### config.mk
export PLATFORM = sky130hd
export DESIGN_NAME = timed_port
export DESIGN_NICKNAME = d
export VERILOG_FILES = /design/src/hw/port_pkg.sv /design/src/hw/clock_block.sv /design/src/hw/timed_port.sv
export SDC_FILE = /design/constraint.sdc
export NUM_CORES = 1
export LEC_CHECK = 0
export BUFFER_PORTS_ARGS = -buffer_cell sky130_fd_sc_hd__buf_4
export CAP_MARGIN = 0
export CELL_PAD_IN_SITES_DETAIL_PLACEMENT = 2
export CELL_PAD_IN_SITES_GLOBAL_PLACEMENT = 2
export CORE_ASPECT_RATIO = 2
export CORE_MARGIN = 1
export CORE_UTILIZATION = 39
export CTS_BUF_LIST = sky130_fd_sc_hd__clkbuf_4 sky130_fd_sc_hd__clkbuf_8
export DETAILED_ROUTE_END_ITERATION = 7
export PLACE_DENSITY_LB_ADDON = 0.05
export SETUP_SLACK_MARGIN = 0.02
export SYNTH_ARGS = -nofsm -noshare
export SYNTH_HDL_FRONTEND = slang
export SYNTH_SLANG_ARGS = --single-unit
### constraint.sdc
create_clock -name mclk -period 9.6 [get_ports mclk]
set_input_delay 0.48 -clock mclk [delete_from_list [all_inputs] [get_ports mclk]]
set_output_delay 0.48 -clock mclk [all_outputs]
set_load 0.02 [all_outputs]
### src/hw/port_pkg.sv
package port_pkg;
  localparam int unsigned DW          = 32;
  localparam int unsigned AW          = 8;
  localparam int unsigned CNT_W       = 16;
  localparam int unsigned NUM_CLKBLK  = 6;
  localparam int unsigned CB_W        = 3;
  localparam int unsigned DIV_W       = 16;
  localparam int unsigned REM_W       = 6;
  localparam int unsigned PAD_W       = 6;
  // Register offsets (byte addresses)
  localparam logic [7:0] OFS_CTRL     = 8'h00;
  localparam logic [7:0] OFS_DATA     = 8'h04;
  localparam logic [7:0] OFS_STATUS   = 8'h08;
  localparam logic [7:0] OFS_COUNT    = 8'h0c;
  localparam logic [7:0] OFS_TIME     = 8'h10;
  localparam logic [7:0] OFS_TSTAMP   = 8'h14;
  localparam logic [7:0] OFS_COND     = 8'h18;
  localparam logic [7:0] OFS_CLKCFG   = 8'h1c;
  // Control field positions
  localparam int unsigned CTL_EN      = 0;
  localparam int unsigned CTL_DIR     = 1;
  localparam int unsigned CTL_OD      = 2;
  localparam int unsigned CTL_WID     = 3;
  localparam int unsigned CTL_CB      = 6;
  localparam int unsigned CTL_STBI    = 9;
  localparam int unsigned CTL_STBO    = 10;
  localparam int unsigned CTL_COND    = 12;
  localparam int unsigned CTL_PAD     = 14;
  localparam int unsigned CTL_USED    = 20;
  // Clock block config field positions
  localparam int unsigned CBC_IDX     = 0;
  localparam int unsigned CBC_SRC     = 3;
  localparam int unsigned CBC_DIV     = 4;
  // Reset values
  localparam logic [19:0] CTRL_RST    = 20'h00000;
  localparam logic [2:0]  CB_RST      = 3'h0;
  localparam logic [15:0] DIV_RST     = 16'h0000;
  localparam logic [15:0] CNT_RST     = 16'h0000;
  // Width select codes
  localparam logic [2:0] WID_1        = 3'h0;
  localparam logic [2:0] WID_4        = 3'h1;
  localparam logic [2:0] WID_8        = 3'h2;
  localparam logic [2:0] WID_16       = 3'h3;
  localparam logic [2:0] WID_32       = 3'h4;
  // Condition codes
  localparam logic [1:0] COND_NONE    = 2'h0;
  localparam logic [1:0] COND_EQ      = 2'h1;
  localparam logic [1:0] COND_NEQ     = 2'h2;
  // Reference clock block runs at the system clock rate
  localparam int unsigned REF_MHZ     = 100;
  localparam int unsigned MCLK_MHZ    = 100;
  localparam int unsigned REF_DIV     = MCLK_MHZ / REF_MHZ;
endpackage : port_pkg

### src/hw/clock_block.sv
`timescale 1ns/100ps
`default_nettype none
module clock_block (
  input  wire logic                        mclk,
  input  wire logic                        sys_rst,
  input  wire logic                        cfg_we,
  input  wire logic                        cfg_src,
  input  wire logic [port_pkg::DIV_W-1:0]  cfg_div,
  input  wire logic                        pin_edge,
  output logic                             tick
);
  logic                       src_q;
  logic [port_pkg::DIV_W-1:0] div_q;
  logic [port_pkg::DIV_W-1:0] cnt_q;
  logic                       src_evt;

  always_ff @(posedge mclk) begin
    if (sys_rst) begin
      src_q <= 1'b0;
      div_q <= port_pkg::DIV_RST;
    end else if (cfg_we) begin
      src_q <= cfg_src;
      div_q <= cfg_div;
    end
  end

  // External clock or reference pacing
  assign src_evt = src_q ? pin_edge : 1'b1; // RULE_14

  always_ff @(posedge mclk) begin
    if (sys_rst || cfg_we) begin
      cnt_q <= port_pkg::DIV_RST;
    end else if (src_evt) begin
      cnt_q <= (cnt_q >= div_q) ? port_pkg::DIV_RST : cnt_q + 16'h0001;
    end
  end

  // Divide by div+1; zero passes the source straight through
  assign tick = src_evt && (cnt_q >= div_q); // RULE_15
endmodule : clock_block
`default_nettype wire

### src/hw/timed_port.sv
// Function
// RULE_01: Port widths 1,4,8,16,32; all pins of a port share one direction.
// RULE_02: Port drives pins or samples them, optionally waiting on a condition.
// RULE_03: Every port access completes in one cycle, never waits.
// RULE_04: Open-drain: zero pulls low, one leaves pin undriven; per port.
// RULE_05: Data passes through a shift register and a transfer register.
// RULE_06: A 16-bit counter can time transfers between pins and transfer reg.
// RULE_07: Counter readable anytime; transfers can wait for a future count.
// RULE_08: Each transfer captures the counter as a readable timestamp.
// RULE_09: An enabled link disables the port pins it shares.
// RULE_10: A narrower enabled port owns pins shared with this wider port.
// RULE_11: Pins not taken by a narrower port stay usable by this port.
// RULE_12: Port always transfers at its nominal width.
// RULE_13: Six clock blocks; block 0 is the 100MHz reference by default.
// RULE_14: A clock block may take a 1-bit pin as its clock source.
// RULE_15: A pin-sourced clock block may divide its incoming clock.
// RULE_16: Port honours an input strobe and drives an output strobe.
// RULE_17: After reset the port uses clock block 0.
// RULE_18: Pin events go straight to the scheduler, not as interrupts.
// RULE_19: Six pad control bits are set per port.
// RULE_20: Counter steps once per selected clock tick, wrapping at 65536.
`timescale 1ns/100ps
`default_nettype none
module timed_port (
  input  wire logic                 mclk,
  input  wire logic                 sys_rst,
  input  wire logic [7:0]           reg_addr,
  input  wire logic [31:0]          reg_wdata,
  input  wire logic                 reg_we,
  input  wire logic                 reg_re,
  output logic      [31:0]          reg_rdata,
  input  wire logic [31:0]          pin_in,
  output logic      [31:0]          pin_out,
  output logic      [31:0]          pin_oe,
  input  wire logic                 clk_pin,
  input  wire logic                 strobe_input,
  output logic                      strobe_output,
  input  wire logic [31:0]          link_take,
  input  wire logic [31:0]          narrow_take,
  output logic      [5:0]           pad_ctrl,
  output logic                      sched_event
);
  logic [19:0] ctrl_q;
  logic [31:0] tr_q;
  logic        tr_full_q;
  logic [31:0] sh_q;
  logic [5:0]  rem_q;
  logic [15:0] cnt_q;
  logic [15:0] time_q;
  logic        timed_q;
  logic [15:0] tstamp_q;
  logic [31:0] cond_q;
  logic [31:0] out_q;
  logic        stbo_q;
  logic        evt_q;
  logic [31:0] rdata_q;
  logic [31:0] pin_s1_q;
  logic [31:0] pin_s2_q;
  logic [2:0]  cks_q;
  logic        stbi_s1_q;
  logic        stbi_s2_q;
  logic [5:0]  ticks;
  logic        tick;
  logic        pin_edge;
  logic        cfg_hit;
  logic [5:0]  cfg_we;
  logic        en;
  logic        dir_out;
  logic [2:0]  wid;
  logic [31:0] wmask;
  logic [5:0]  nslice;
  logic        go_time;
  logic        go_cond;
  logic        go_stb;
  logic        data_rd;
  logic        data_wr;
  logic        dir_chg;

  // Field views of the control word
  assign en      = ctrl_q[port_pkg::CTL_EN];
  assign dir_out = ctrl_q[port_pkg::CTL_DIR]; // RULE_01
  assign wid     = ctrl_q[port_pkg::CTL_WID +: 3];
  assign pad_ctrl = ctrl_q[port_pkg::CTL_PAD +: port_pkg::PAD_W]; // RULE_19

  function automatic logic [31:0] width_mask(input logic [2:0] w);
    case (w)
      port_pkg::WID_1:  width_mask = 32'h00000001;
      port_pkg::WID_4:  width_mask = 32'h0000000f;
      port_pkg::WID_8:  width_mask = 32'h000000ff;
      port_pkg::WID_16: width_mask = 32'h0000ffff;
      default:          width_mask = 32'hffffffff;
    endcase
  endfunction : width_mask

  function automatic logic [5:0] slices(input logic [2:0] w);
    case (w)
      port_pkg::WID_1:  slices = 6'h20;
      port_pkg::WID_4:  slices = 6'h08;
      port_pkg::WID_8:  slices = 6'h04;
      port_pkg::WID_16: slices = 6'h02;
      default:          slices = 6'h01;
    endcase
  endfunction : slices

  function automatic logic [31:0] shift_out(input logic [31:0] v,
                                            input logic [2:0]  w);
    case (w)
      port_pkg::WID_1:  shift_out = {1'b0, v[31:1]};
      port_pkg::WID_4:  shift_out = {4'h0, v[31:4]};
      port_pkg::WID_8:  shift_out = {8'h00, v[31:8]};
      port_pkg::WID_16: shift_out = {16'h0000, v[31:16]};
      default:          shift_out = 32'h00000000;
    endcase
  endfunction : shift_out

  // New slice enters at the top so the first sample ends lowest
  function automatic logic [31:0] shift_in(input logic [31:0] v,
                                           input logic [31:0] p,
                                           input logic [2:0]  w);
    case (w)
      port_pkg::WID_1:  shift_in = {p[0], v[31:1]};
      port_pkg::WID_4:  shift_in = {p[3:0], v[31:4]};
      port_pkg::WID_8:  shift_in = {p[7:0], v[31:8]};
      port_pkg::WID_16: shift_in = {p[15:0], v[31:16]};
      default:          shift_in = p;
    endcase
  endfunction : shift_in

  assign wmask  = width_mask(wid);
  assign nslice = slices(wid); // RULE_12

  // Pins from outside pass two flops before use
  always_ff @(posedge mclk) begin
    if (sys_rst) begin
      pin_s1_q  <= 32'h00000000;
      pin_s2_q  <= 32'h00000000;
      stbi_s1_q <= 1'b0;
      stbi_s2_q <= 1'b0;
    end else begin
      pin_s1_q  <= pin_in;
      pin_s2_q  <= pin_s1_q;
      stbi_s1_q <= strobe_input;
      stbi_s2_q <= stbi_s1_q;
    end
  end

  // External clock pin: sync then rising edge
  logic ck_s1_q;
  logic ck_s2_q;
  logic ck_s3_q;
  always_ff @(posedge mclk) begin
    if (sys_rst) begin
      ck_s1_q <= 1'b0;
      ck_s2_q <= 1'b0;
      ck_s3_q <= 1'b0;
    end else begin
      ck_s1_q <= clk_pin;
      ck_s2_q <= ck_s1_q;
      ck_s3_q <= ck_s2_q;
    end
  end
  assign pin_edge = ck_s2_q && !ck_s3_q; // RULE_14

  // Block 0 is the reference: one tick per system cycle
  assign ticks[0] = 1'b1; // RULE_13
  assign cfg_hit  = reg_we && (reg_addr == port_pkg::OFS_CLKCFG);

  genvar g;
  generate
    for (g = 1; g < port_pkg::NUM_CLKBLK; g++) begin : g_cb
      assign cfg_we[g] = cfg_hit &&
        (reg_wdata[port_pkg::CBC_IDX +: 3] == 3'(g));
      clock_block u_cb (
        .mclk     (mclk),
        .sys_rst  (sys_rst),
        .cfg_we   (cfg_we[g]),
        .cfg_src  (reg_wdata[port_pkg::CBC_SRC]),
        .cfg_div  (reg_wdata[port_pkg::CBC_DIV +: port_pkg::DIV_W]),
        .pin_edge (pin_edge),
        .tick     (ticks[g])
      ); // RULE_13
    end
  endgenerate
  assign cfg_we[0] = 1'b0;

  // Out-of-range block index falls back to the reference
  assign tick = (cks_q < 3'(port_pkg::NUM_CLKBLK)) ? ticks[cks_q] : ticks[0];

  // Control and configuration
  always_ff @(posedge mclk) begin
    if (sys_rst) begin
      ctrl_q <= port_pkg::CTRL_RST;
      cks_q  <= port_pkg::CB_RST; // RULE_17
    end else if (reg_we && reg_addr == port_pkg::OFS_CTRL) begin
      ctrl_q <= reg_wdata[19:0];
      cks_q  <= reg_wdata[port_pkg::CTL_CB +: port_pkg::CB_W];
    end
  end

  always_ff @(posedge mclk) begin
    if (sys_rst) begin
      cond_q <= 32'h00000000;
    end else if (reg_we && reg_addr == port_pkg::OFS_COND) begin
      cond_q <= reg_wdata;
    end
  end

  // Port counter
  always_ff @(posedge mclk) begin
    if (sys_rst) begin
      cnt_q <= port_pkg::CNT_RST;
    end else if (tick) begin
      cnt_q <= cnt_q + 16'h0001; // RULE_20
    end
  end

  // Transfer gating terms
  assign go_time = !timed_q || (cnt_q == time_q); // RULE_07
  assign go_stb  = !ctrl_q[port_pkg::CTL_STBI] || stbi_s2_q; // RULE_16
  always_comb begin
    case (ctrl_q[port_pkg::CTL_COND +: 2])
      port_pkg::COND_EQ:  go_cond = ((pin_s2_q ^ cond_q) & wmask) == 32'h0;
      port_pkg::COND_NEQ: go_cond = ((pin_s2_q ^ cond_q) & wmask) != 32'h0;
      default:            go_cond = 1'b1;
    endcase
  end // RULE_02

  assign data_wr = reg_we && reg_addr == port_pkg::OFS_DATA;
  assign data_rd = reg_re && reg_addr == port_pkg::OFS_DATA;
  assign dir_chg = reg_we && reg_addr == port_pkg::OFS_CTRL &&
                   (reg_wdata[port_pkg::CTL_DIR] != dir_out);

  // Timed transfer arm: one shot, used by the next word start
  logic start;
  always_ff @(posedge mclk) begin
    if (sys_rst) begin
      time_q  <= 16'h0000;
      timed_q <= 1'b0;
    end else if (reg_we && reg_addr == port_pkg::OFS_TIME) begin
      time_q  <= reg_wdata[15:0];
      timed_q <= 1'b1; // RULE_06
    end else if (start) begin
      timed_q <= 1'b0;
    end
  end

  // Start of a word: output needs a full transfer reg, input needs its condition and strobe
  assign start = en && tick && (rem_q == 6'h00) && go_time &&
                 (dir_out ? tr_full_q : (go_cond && go_stb)); // RULE_06

  // Serializer / deserializer and transfer register
  always_ff @(posedge mclk) begin
    if (sys_rst) begin
      sh_q      <= 32'h00000000;
      rem_q     <= 6'h00;
      tr_q      <= 32'h00000000;
      tr_full_q <= 1'b0;
      out_q     <= 32'h00000000;
      stbo_q    <= 1'b0;
      evt_q     <= 1'b0;
      tstamp_q  <= 16'h0000;
    end else begin
      stbo_q <= 1'b0;
      evt_q  <= 1'b0;
      if (dir_out) begin
        if (data_wr) begin
          tr_q      <= reg_wdata;
          tr_full_q <= 1'b1;
        end
        if (start) begin
          out_q     <= tr_q;
          sh_q      <= shift_out(tr_q, wid);
          rem_q     <= nslice - 6'h01;
          tr_full_q <= data_wr; // RULE_05
          tstamp_q  <= cnt_q; // RULE_08
          stbo_q    <= ctrl_q[port_pkg::CTL_STBO]; // RULE_16
          evt_q     <= 1'b1;
        end else if (en && tick && rem_q != 6'h00) begin
          out_q  <= sh_q;
          sh_q   <= shift_out(sh_q, wid);
          rem_q  <= rem_q - 6'h01;
          stbo_q <= ctrl_q[port_pkg::CTL_STBO];
        end
      end else begin
        // New data wins over a read clearing the full flag
        if (data_rd) begin
          tr_full_q <= 1'b0;
        end
        if (en && tick && go_stb && (start || rem_q != 6'h00)) begin
          if (start) begin
            tstamp_q <= cnt_q; // RULE_08
          end
          if (rem_q + 6'h01 == nslice) begin
            tr_q      <= shift_in(sh_q, pin_s2_q, wid); // RULE_05
            tr_full_q <= 1'b1;
            rem_q     <= 6'h00;
            evt_q     <= 1'b1;
          end else begin
            sh_q  <= shift_in(sh_q, pin_s2_q, wid);
            rem_q <= rem_q + 6'h01;
          end
        end
      end
      // Turning the port round drops a half-moved word, so a captured
      // input word is never sent back out as output data
      if (dir_chg) begin
        rem_q     <= 6'h00;
        tr_full_q <= 1'b0;
      end
    end
  end
  // Overrun: an input word landing on a full register replaces it

  // Scheduler wake, no interrupt path
  assign sched_event = evt_q; // RULE_18
  assign strobe_output = stbo_q;

  // Pin ownership and drive
  logic [31:0] own;
  assign own = wmask & ~link_take /* RULE_09 */ & ~narrow_take; // RULE_10
  // Untaken pins of this port still drive normally
  always_comb begin
    pin_out = out_q & own; // RULE_11
    if (en && dir_out) begin
      if (ctrl_q[port_pkg::CTL_OD]) begin
        pin_oe = ~out_q & own; // RULE_04
      end else begin
        pin_oe = own; // RULE_02
      end
    end else begin
      pin_oe = 32'h00000000;
    end
  end

  // Register reads: data the cycle after the strobe, no wait states
  always_ff @(posedge mclk) begin
    if (sys_rst) begin
      rdata_q <= 32'h00000000;
    end else if (reg_re) begin
      case (reg_addr)
        port_pkg::OFS_CTRL:   rdata_q <= {12'h000, ctrl_q};
        port_pkg::OFS_DATA:   rdata_q <= tr_q;
        port_pkg::OFS_STATUS: rdata_q <= {29'h0, timed_q,
                                          rem_q != 6'h00, tr_full_q};
        port_pkg::OFS_COUNT:  rdata_q <= {16'h0000, cnt_q}; // RULE_07
        port_pkg::OFS_TIME:   rdata_q <= {16'h0000, time_q};
        port_pkg::OFS_TSTAMP: rdata_q <= {16'h0000, tstamp_q}; // RULE_08
        port_pkg::OFS_COND:   rdata_q <= cond_q;
        default:              rdata_q <= 32'h00000000;
      endcase
    end else begin
      rdata_q <= 32'h00000000;
    end
  end
  assign reg_rdata = rdata_q; // RULE_03
endmodule : timed_port
`default_nettype wire

* After elaboration in Yosys (flattened, before gate mapping)
Index checks and enable logic that the tools add are counted.
** Cells by class
- Add/sub/neg operators :: 9
- Magnitude comparators :: 7
- Equality and inequality tests :: 24
- Muxes and demuxes :: 56
- Bitwise operators :: 11
- Reductions and logical operators :: 55
** Operator list (number)
- two-way mux 32 bit :: 13
- one-hot mux 32 bit (4 select lines) :: 2
- one-hot mux 31 bit (4 select lines) :: 2
- one-hot mux 32 bit (7 select lines) :: 1
- bitwise AND 32 bit :: 5
- two-way mux 16 bit :: 8
- adder 16 x 1 -> 16 bit, second input constant :: 6
- inverter 32 bit :: 3
- >= comparator 16 bit :: 5
- == test 8 x 5 -> 1 bit, second input constant :: 4
- logical NOT 32 bit :: 1
- nonzero test 32 bit :: 1
- XOR 32 bit :: 1
- two-way mux 6 bit :: 5
- logical AND 1 bit :: 27
- one-hot mux 6 bit (4 select lines) :: 1
- two-way mux 1 bit :: 22
- == test 16 bit :: 1
- == test 8 x 4 -> 1 bit, second input constant :: 2
- == test 3 x 2 -> 1 bit, second input constant :: 4
- subtractor 6 x 1 -> 6 bit, second input constant :: 2
- == test 8 x 3 -> 1 bit, second input constant :: 1
- logical NOT 8 bit :: 1
- logical OR 1 bit :: 8
- other kinds (23) :: 36
** Storage, ports and cells
- Flip-flop bits (word level) :: 475
- Output and inout port bits :: 104
- Word-level logic and storage cells :: 199

* Longest topological paths before layout
- Depth in word-level cells :: 15
- Depth in mapped cells :: 18
- Gate-level depth less buffers :: 15

* By module
From an unflattened synthesis, not the netlist that was laid out.
** Unflattened totals
- Cells, all modules :: 2881
- Area total of the unflattened synthesis :: 24199.5 um^2
** Modules (own cells, without submodules)
- timed_port :: instances 1, cells an instance 1896, area each 15428.5 um^2
- clock_block :: instances 5, cells an instance 197, area each 1754.2 um^2

* Worst setup path after synthesis
No wires, ideal clock.
- Path kind :: register to register
- Start point :: reg g_cb[1].u_cb.div_q[15] in the netlist's numbering
- End point :: reg rem_q[4]
- Setup time :: 129 ps
- Arrival time :: 3392 ps
- Setup slack :: 6079 ps
- Cell stages (with the launch flop) :: 18
- Buffers on the path :: 3
- Period minus slack after synthesis :: 3521 ps
- Cell sequence :: dfxtp_1 > inv_1 > ha_1 > o2111a_1 > o21ai_0 > or4_1 > nand4_1 > o221ai_1 > o32a_1 > buf_2 > nor2_2 > buf_4 > buf_2 > mux2i_1 > ha_1 > a31oi_1 > o41ai_1 > a21oi_1
** Between the ends
- Longest elaborated chain between the ends :: 13
** Ends and longest elaborated chain
- start: declaration :: RTL line clock_block.sv:13 : logic [port_pkg::DIV_W-1:0] div_q;
- start signal: assignment :: RTL line clock_block.sv:20 : div_q <= port_pkg::DIV_RST;
- start signal: assignment :: RTL line clock_block.sv:23 : div_q <= cfg_div;
- >= comparator 16 bit * :: RTL line clock_block.sv:39 : assign tick = src_evt && (cnt_q >= div_q);
- logical AND 1 bit * :: RTL line clock_block.sv:39
- binary-select mux 1 bit (select 3 bit) * :: RTL line timed_port.sv:187 : assign tick = (cks_q < 3'(port_pkg::NUM_CLKBLK)) ? ticks[cks_q] : ticks[0];
- two-way mux 1 bit (not written as such) * :: RTL line timed_port.sv:187
- two-way mux 1 bit * :: RTL line timed_port.sv:187
- logical AND 1 bit * :: RTL line timed_port.sv:248, timed_port.sv:278, timed_port.sv:289
- logical AND 1 bit (3 in series) :: RTL line timed_port.sv:248 : assign start = en && tick && (rem_q == 6'h00) && go_time &&
- logical OR 1 bit :: RTL line timed_port.sv:289 : if (en && tick && go_stb && (start || rem_q != 6'h00)) begin
- logical AND 1 bit :: RTL line timed_port.sv:289
- nonzero test 2 bit (no line)
- AND reduction 2 bit (no line)
- end signal: assignment :: RTL line timed_port.sv:273 : rem_q <= nslice - 6'h01;
- end signal: assignment :: RTL line timed_port.sv:281 : rem_q <= rem_q - 6'h01;
- end signal: assignment :: RTL line timed_port.sv:300 : rem_q <= rem_q + 6'h01;
- end: declaration :: RTL line timed_port.sv:47 : logic [5:0] rem_q;
Every way passes the cells marked *; elsewhere a longest branch is shown, timed or not. The select of a mux whose other input is x is not followed.
A chain may end at the register's enable or synchronous reset.

* Final worst setup path
- Start point :: reg g_cb[1].u_cb.cnt_q[0] in the netlist's numbering
- End point :: reg rem_q[2]
** Between the ends
- Longest elaborated chain between the ends :: 13
** Ends and longest elaborated chain
- start: declaration :: RTL line clock_block.sv:14 : logic [port_pkg::DIV_W-1:0] cnt_q;
- start signal: assignment :: RTL line clock_block.sv:32 : cnt_q <= port_pkg::DIV_RST;
- start signal: assignment :: RTL line clock_block.sv:34 : cnt_q <= (cnt_q >= div_q) ? port_pkg::DIV_RST : cnt_q + 16'h0001;
- >= comparator 16 bit * :: RTL line clock_block.sv:39
- logical AND 1 bit * :: RTL line clock_block.sv:39
- binary-select mux 1 bit (select 3 bit) * :: RTL line timed_port.sv:187
- two-way mux 1 bit (not written as such) * :: RTL line timed_port.sv:187
- two-way mux 1 bit * :: RTL line timed_port.sv:187
- logical AND 1 bit * :: RTL line timed_port.sv:248, timed_port.sv:278, timed_port.sv:289
- logical AND 1 bit (3 in series) :: RTL line timed_port.sv:248
- logical OR 1 bit :: RTL line timed_port.sv:289
- logical AND 1 bit :: RTL line timed_port.sv:289
- nonzero test 2 bit (no line)
- AND reduction 2 bit (no line)
Marks and branches as above.

==> results.md <==
• area of the core: 60070 sq um
• Mapped Nets: 3229
• remaining max-slew budget at the tightest pin: 0.09669
• Post-Place Cell Area: 26000 sq um
• count of vias placed by the detailed router: 24137
• async set-reset flop share out of synthesis: 0
• deepest clock path buffer count: 3
• TritonCTS clock tree: yes
• Detailed Routing Iterations Pass 1: 5
• grt total ovfl: 0
• fraction of the yosys area taken by sequential cells: 0.3971
• final worst slack: 4579 ps
• iteration-0 DRC count of the detailed router: 1405
• Tightest Hold Check Type: primary input to flop
• wire length of the first global-routing pass: 167.1 mm
• share of the cycle needed by the critical path after routing: 0.5230
• minimum period implied by the final worst setup slack: 5021 ps
• number of warning messages in the yosys log: 0
• WHS Path Cells: 2
• starting density of the core: 0.3961
• RSZ-0062 raised after global routing: false
• drt total wl: 112.8 mm
• flip-flop and latch count after synthesis: 472
• nature of the critical path endpoint: flop
• final weighted congestion in routability-driven placement: 0.9429
• number of endpoints failing setup at the final stage: 0
• mean routed wirelength per cell: 28.26 um
• critical path data required time: 10180 ps
• CP max stage cell: sky130_fd_sc_hd__or2_4
• number of buffers inserted by port buffering: 245
• maximum achievable frequency: 0.1992 GHz
• I/O pins: 246
• endpoints failing hold: 0
• layout-stage area growth over the synthesis result: 16.96%
• average via count per standard cell: 6.049
• Post-Syn Area per Cell: 7.942 sq um
• antenna-violating nets left: 0
• area fraction of the dominant cell type after synthesis: 0.3971
• Clock Tree Root: sky130_fd_sc_hd__clkbuf_8
• largest stage delay on the critical path: 850 ps
• clock latency at the later pin of the worst-skew pair: 730 ps
• sink count of the clock tree: 472
• Tightest Pin Transition: 1347 ps
• H-Tree Depth: 3
• number of global-route vias before repair: 26914
• Total Neg Setup Slack: 0 ps
• drt drc: 0
• Crit Path Max Fanout: 69
• worst setup slack after placement: 4564 ps
• critical path type: flop to flop
• power density over cell area: 144.5 nW/um^2
• number of nets in the layout: 3396
• arrival time worst endpoint: 5600 ps
• pin count of the biggest net entering global routing: 114
• kind of cell adding the most delay to the critical path: compound AO/OA/AOI/OAI gates
• post-synthesis cell type with the largest combined area: sky130_fd_sc_hd__dfxtp_1
• Syn Inst Count: 2996
• status: finished, final reports clean
• total routing usage reported by global routing: 0.3637
• total of fill cells in the finished design: 6777
• antenna violations before repair: 5
• clock-pin slew of the registers on the worst-case setup and hold paths: 70 ps
• nature of the critical path startpoint: flop
• buffer and inverter count on the worst path: 2
• most area-consuming cells after synthesis: sky130_fd_sc_hd__dfxtp_1, sky130_fd_sc_hd__nand2_1, sky130_fd_sc_hd__a21oi_1
• Die X-Extent: 176.7 um
• share of final-layout standard cells stronger than drive strength 1: 0.1388
• Non-Filler Cell Area, Final: 27830 sq um
• logic depth of the worst register-to-register path: 16
• die height: 351.3 um
• Multi-input gate area: 13020 sq um
• total CTS buffers: 75
• Sequential cell area: 9453 sq um
• count of final max-slew check failures: 0
• Detail Placement HPWL: 79.11 mm
• distinct cell type count of the synthesized netlist: 77
• post-synthesis instance area: 23790 sq um
• die footprint: 62060 sq um
• maximum vdd drop: 0.1097 mV
• clock tree skew after final layout: 54.75 ps
• number of stages on the worst setup path: 16
• Maximum Capacitance Violations: 0
• series of cell instances along the critical path: inv_1, ha_1, nand2b_1, a2111oi_0, or4_1, nand4_1, o221ai_1, o32a_1, buf_4, or2_4, nor2_1, a21oi_1, ha_1, nor2_1, o41ai_1, a31oi_1
• leakage dissipation: 9.858 nW
• predominant post-synthesis flop cell: sky130_fd_sc_hd__dfxtp_1
• setup repair bufs after CTS: 0
• floorplan row count: 127
• count of flip-flops with a built-in enable after synthesis: 0
==> logic make-up (layout without fill, tap and decap cells) <==
family,Yosys count,in the layout,share of synthesized area
AOI/OAI and AO/OA,707,707,0.1940
xor gates and xnor gates,130,130,0.04785
adders and majority gates,91,91,0.04785
buffers and inverters,338,555,0.05811
DFF,472,472,0.3971
muxes,81,81,0.03613
other,0,3,0
and+or+nand+nor,1177,1177,0.2189
==> repair_timing <==
action / 4_1_cts / 5_1_grt
hold endpoints to repair: 30 / 0
resized for setup: 0 / 0
hold buffers: 30 / 0
setup endpoints to repair: 0 / 0
==> final timing paths <==
path	from	end	slack, ps
setup / recovery	g_cb[1].u_cb.cnt_q[0]$_SDFFE_PP0P_	rem_q[2]$_SDFFE_PP0P_	4580
hold / removal	pin_in[26]	pin_s1_q[26]$_SDFF_PP0_	10
setup reg to reg	g_cb[1].u_cb.cnt_q[0]$_SDFFE_PP0P_	rem_q[2]$_SDFFE_PP0P_	4580
hold reg to reg	pin_s1_q[0]$_SDFF_PP0_	pin_s2_q[0]$_SDFF_PP0_	440
==> cells in the mapped netlist (all sizes together), types with 43 or more instances <==
master,n
xor2,75
mux2i,72
nor2b,74
nor2,281
clkbuf,179
ha,91
a311oi,54
xnor2,55
inv,114
a22oi,133
a21oi,274
buf,43
nand2,579
dfxtp,472
o21ai,83
==> routing by layer <==
| metal | track usage | vias to the layer above | wire length, um |
|---|---|---|---|
| met4 | 0.3422 | 2 | 12000 |
| li1 | - | 10727 | - |
| met3 | 0.06561 | 463 | 5410 |
| met5 | 0 | - | 13 |
| met2 | 0.6735 | 845 | 59000 |
| met1 | 0.3275 | 12100 | 36340 |
==> sequential cells by signal (all words and copies together), names as in the netlist, 5 cells and up <==
| signal | flops |
|---|---|
| ctrl_q | 20 |
| pin_s2_q | 32 |
| cond_q | 32 |
| tr_q | 32 |
| reg_rdata | 32 |
| g_cb.u_cb.cnt_q | 80 |
| pin_s1_q | 32 |
| cnt_q | 16 |
| g_cb.u_cb.src_q | 5 |
| out_q | 32 |
| rem_q | 6 |
| sh_q | 32 |
| time_q | 16 |
| tstamp_q | 16 |
| g_cb.u_cb.div_q | 80 |
==> report_power, final <==
group,internal [W],leakage (nW),switching [W]
Clock,0.000964,0.813,0.000893
Sequential,0.00197,3.82,0.0000210
Combinational,0.0000670,5.23,0.000102
Total,0.00300,9.86,0.00102
==> worst reg2reg max path, delay by kind of cell, from the launching register on <==
kind,cells,cell delay (ps)
AO/OA/AOI/OAI,6,1800
AND/OR/NAND/NOR,6,1660
adder cells (fa/ha/maj),2,540
buffers and inverters,2,500
flip-flops,1,400
==> cells in the final DEF (no fill, tap or decap), drive strengths merged, types with 5 or more instances in the layout <==
cell type and count:
nand3 40, or3 15, o32ai 10, xnor2 55, nand2b 8, buf 282
mux2 6, and2 25, nor2b 74, nor2 281, nand2 579, nor3b 6
a22oi 133, inv 116, nor4 11, nor3 36, xor2 75, a221o 8
clkbuf 113, a31oi 29, dlygate4sd3 30, dfxtp 472, clkinv 11, o41ai 5
nand4 41, a21o 14, a41oi 6, ha 91, a311oi 54, a211o 7
mux2i 72, and4 5, and3 34, a2111oi 33, o21ai 83, or2 5
a211oi 13, a21oi 274
==> per-stage QoR <==
| stage | hold slack (ps) | utilization | total power (W) | cells |
|---|---|---|---|---|
| finish | 9.645 | 0.4633 | 0.004021 | 3990 |
| global route | 6.961 | 0.4633 | 0.004135 | 3990 |
| CTS | 2.515 | 0.4632 | 0.004044 | 3987 |
| detailed placement | 425.1 | 0.4329 | 0.002192 | 3830 |
| global placement | 420.4 | 0.4329 | 0.002185 | 3830 |
| floorplan | 413.8 | - | 0.002086 | 2996 |
==> final cells by class <==
| type | instances | share of cell area |
|---|---|---|
| clock buffers | 113 | 0.05071 |
| clock inverters | 14 | 0.003956 |
| repair buffers | 312 | 0.08713 |
| well taps | 774 | 0.03480 |
| diodes | 3 | 0.0002698 |
| flip-flops and latches | 472 | 0.3397 |
| inverters | 116 | 0.01565 |
| multi-input cells | 2186 | 0.4678 |
No activity file was read; power rests on OpenSTA's default activity.
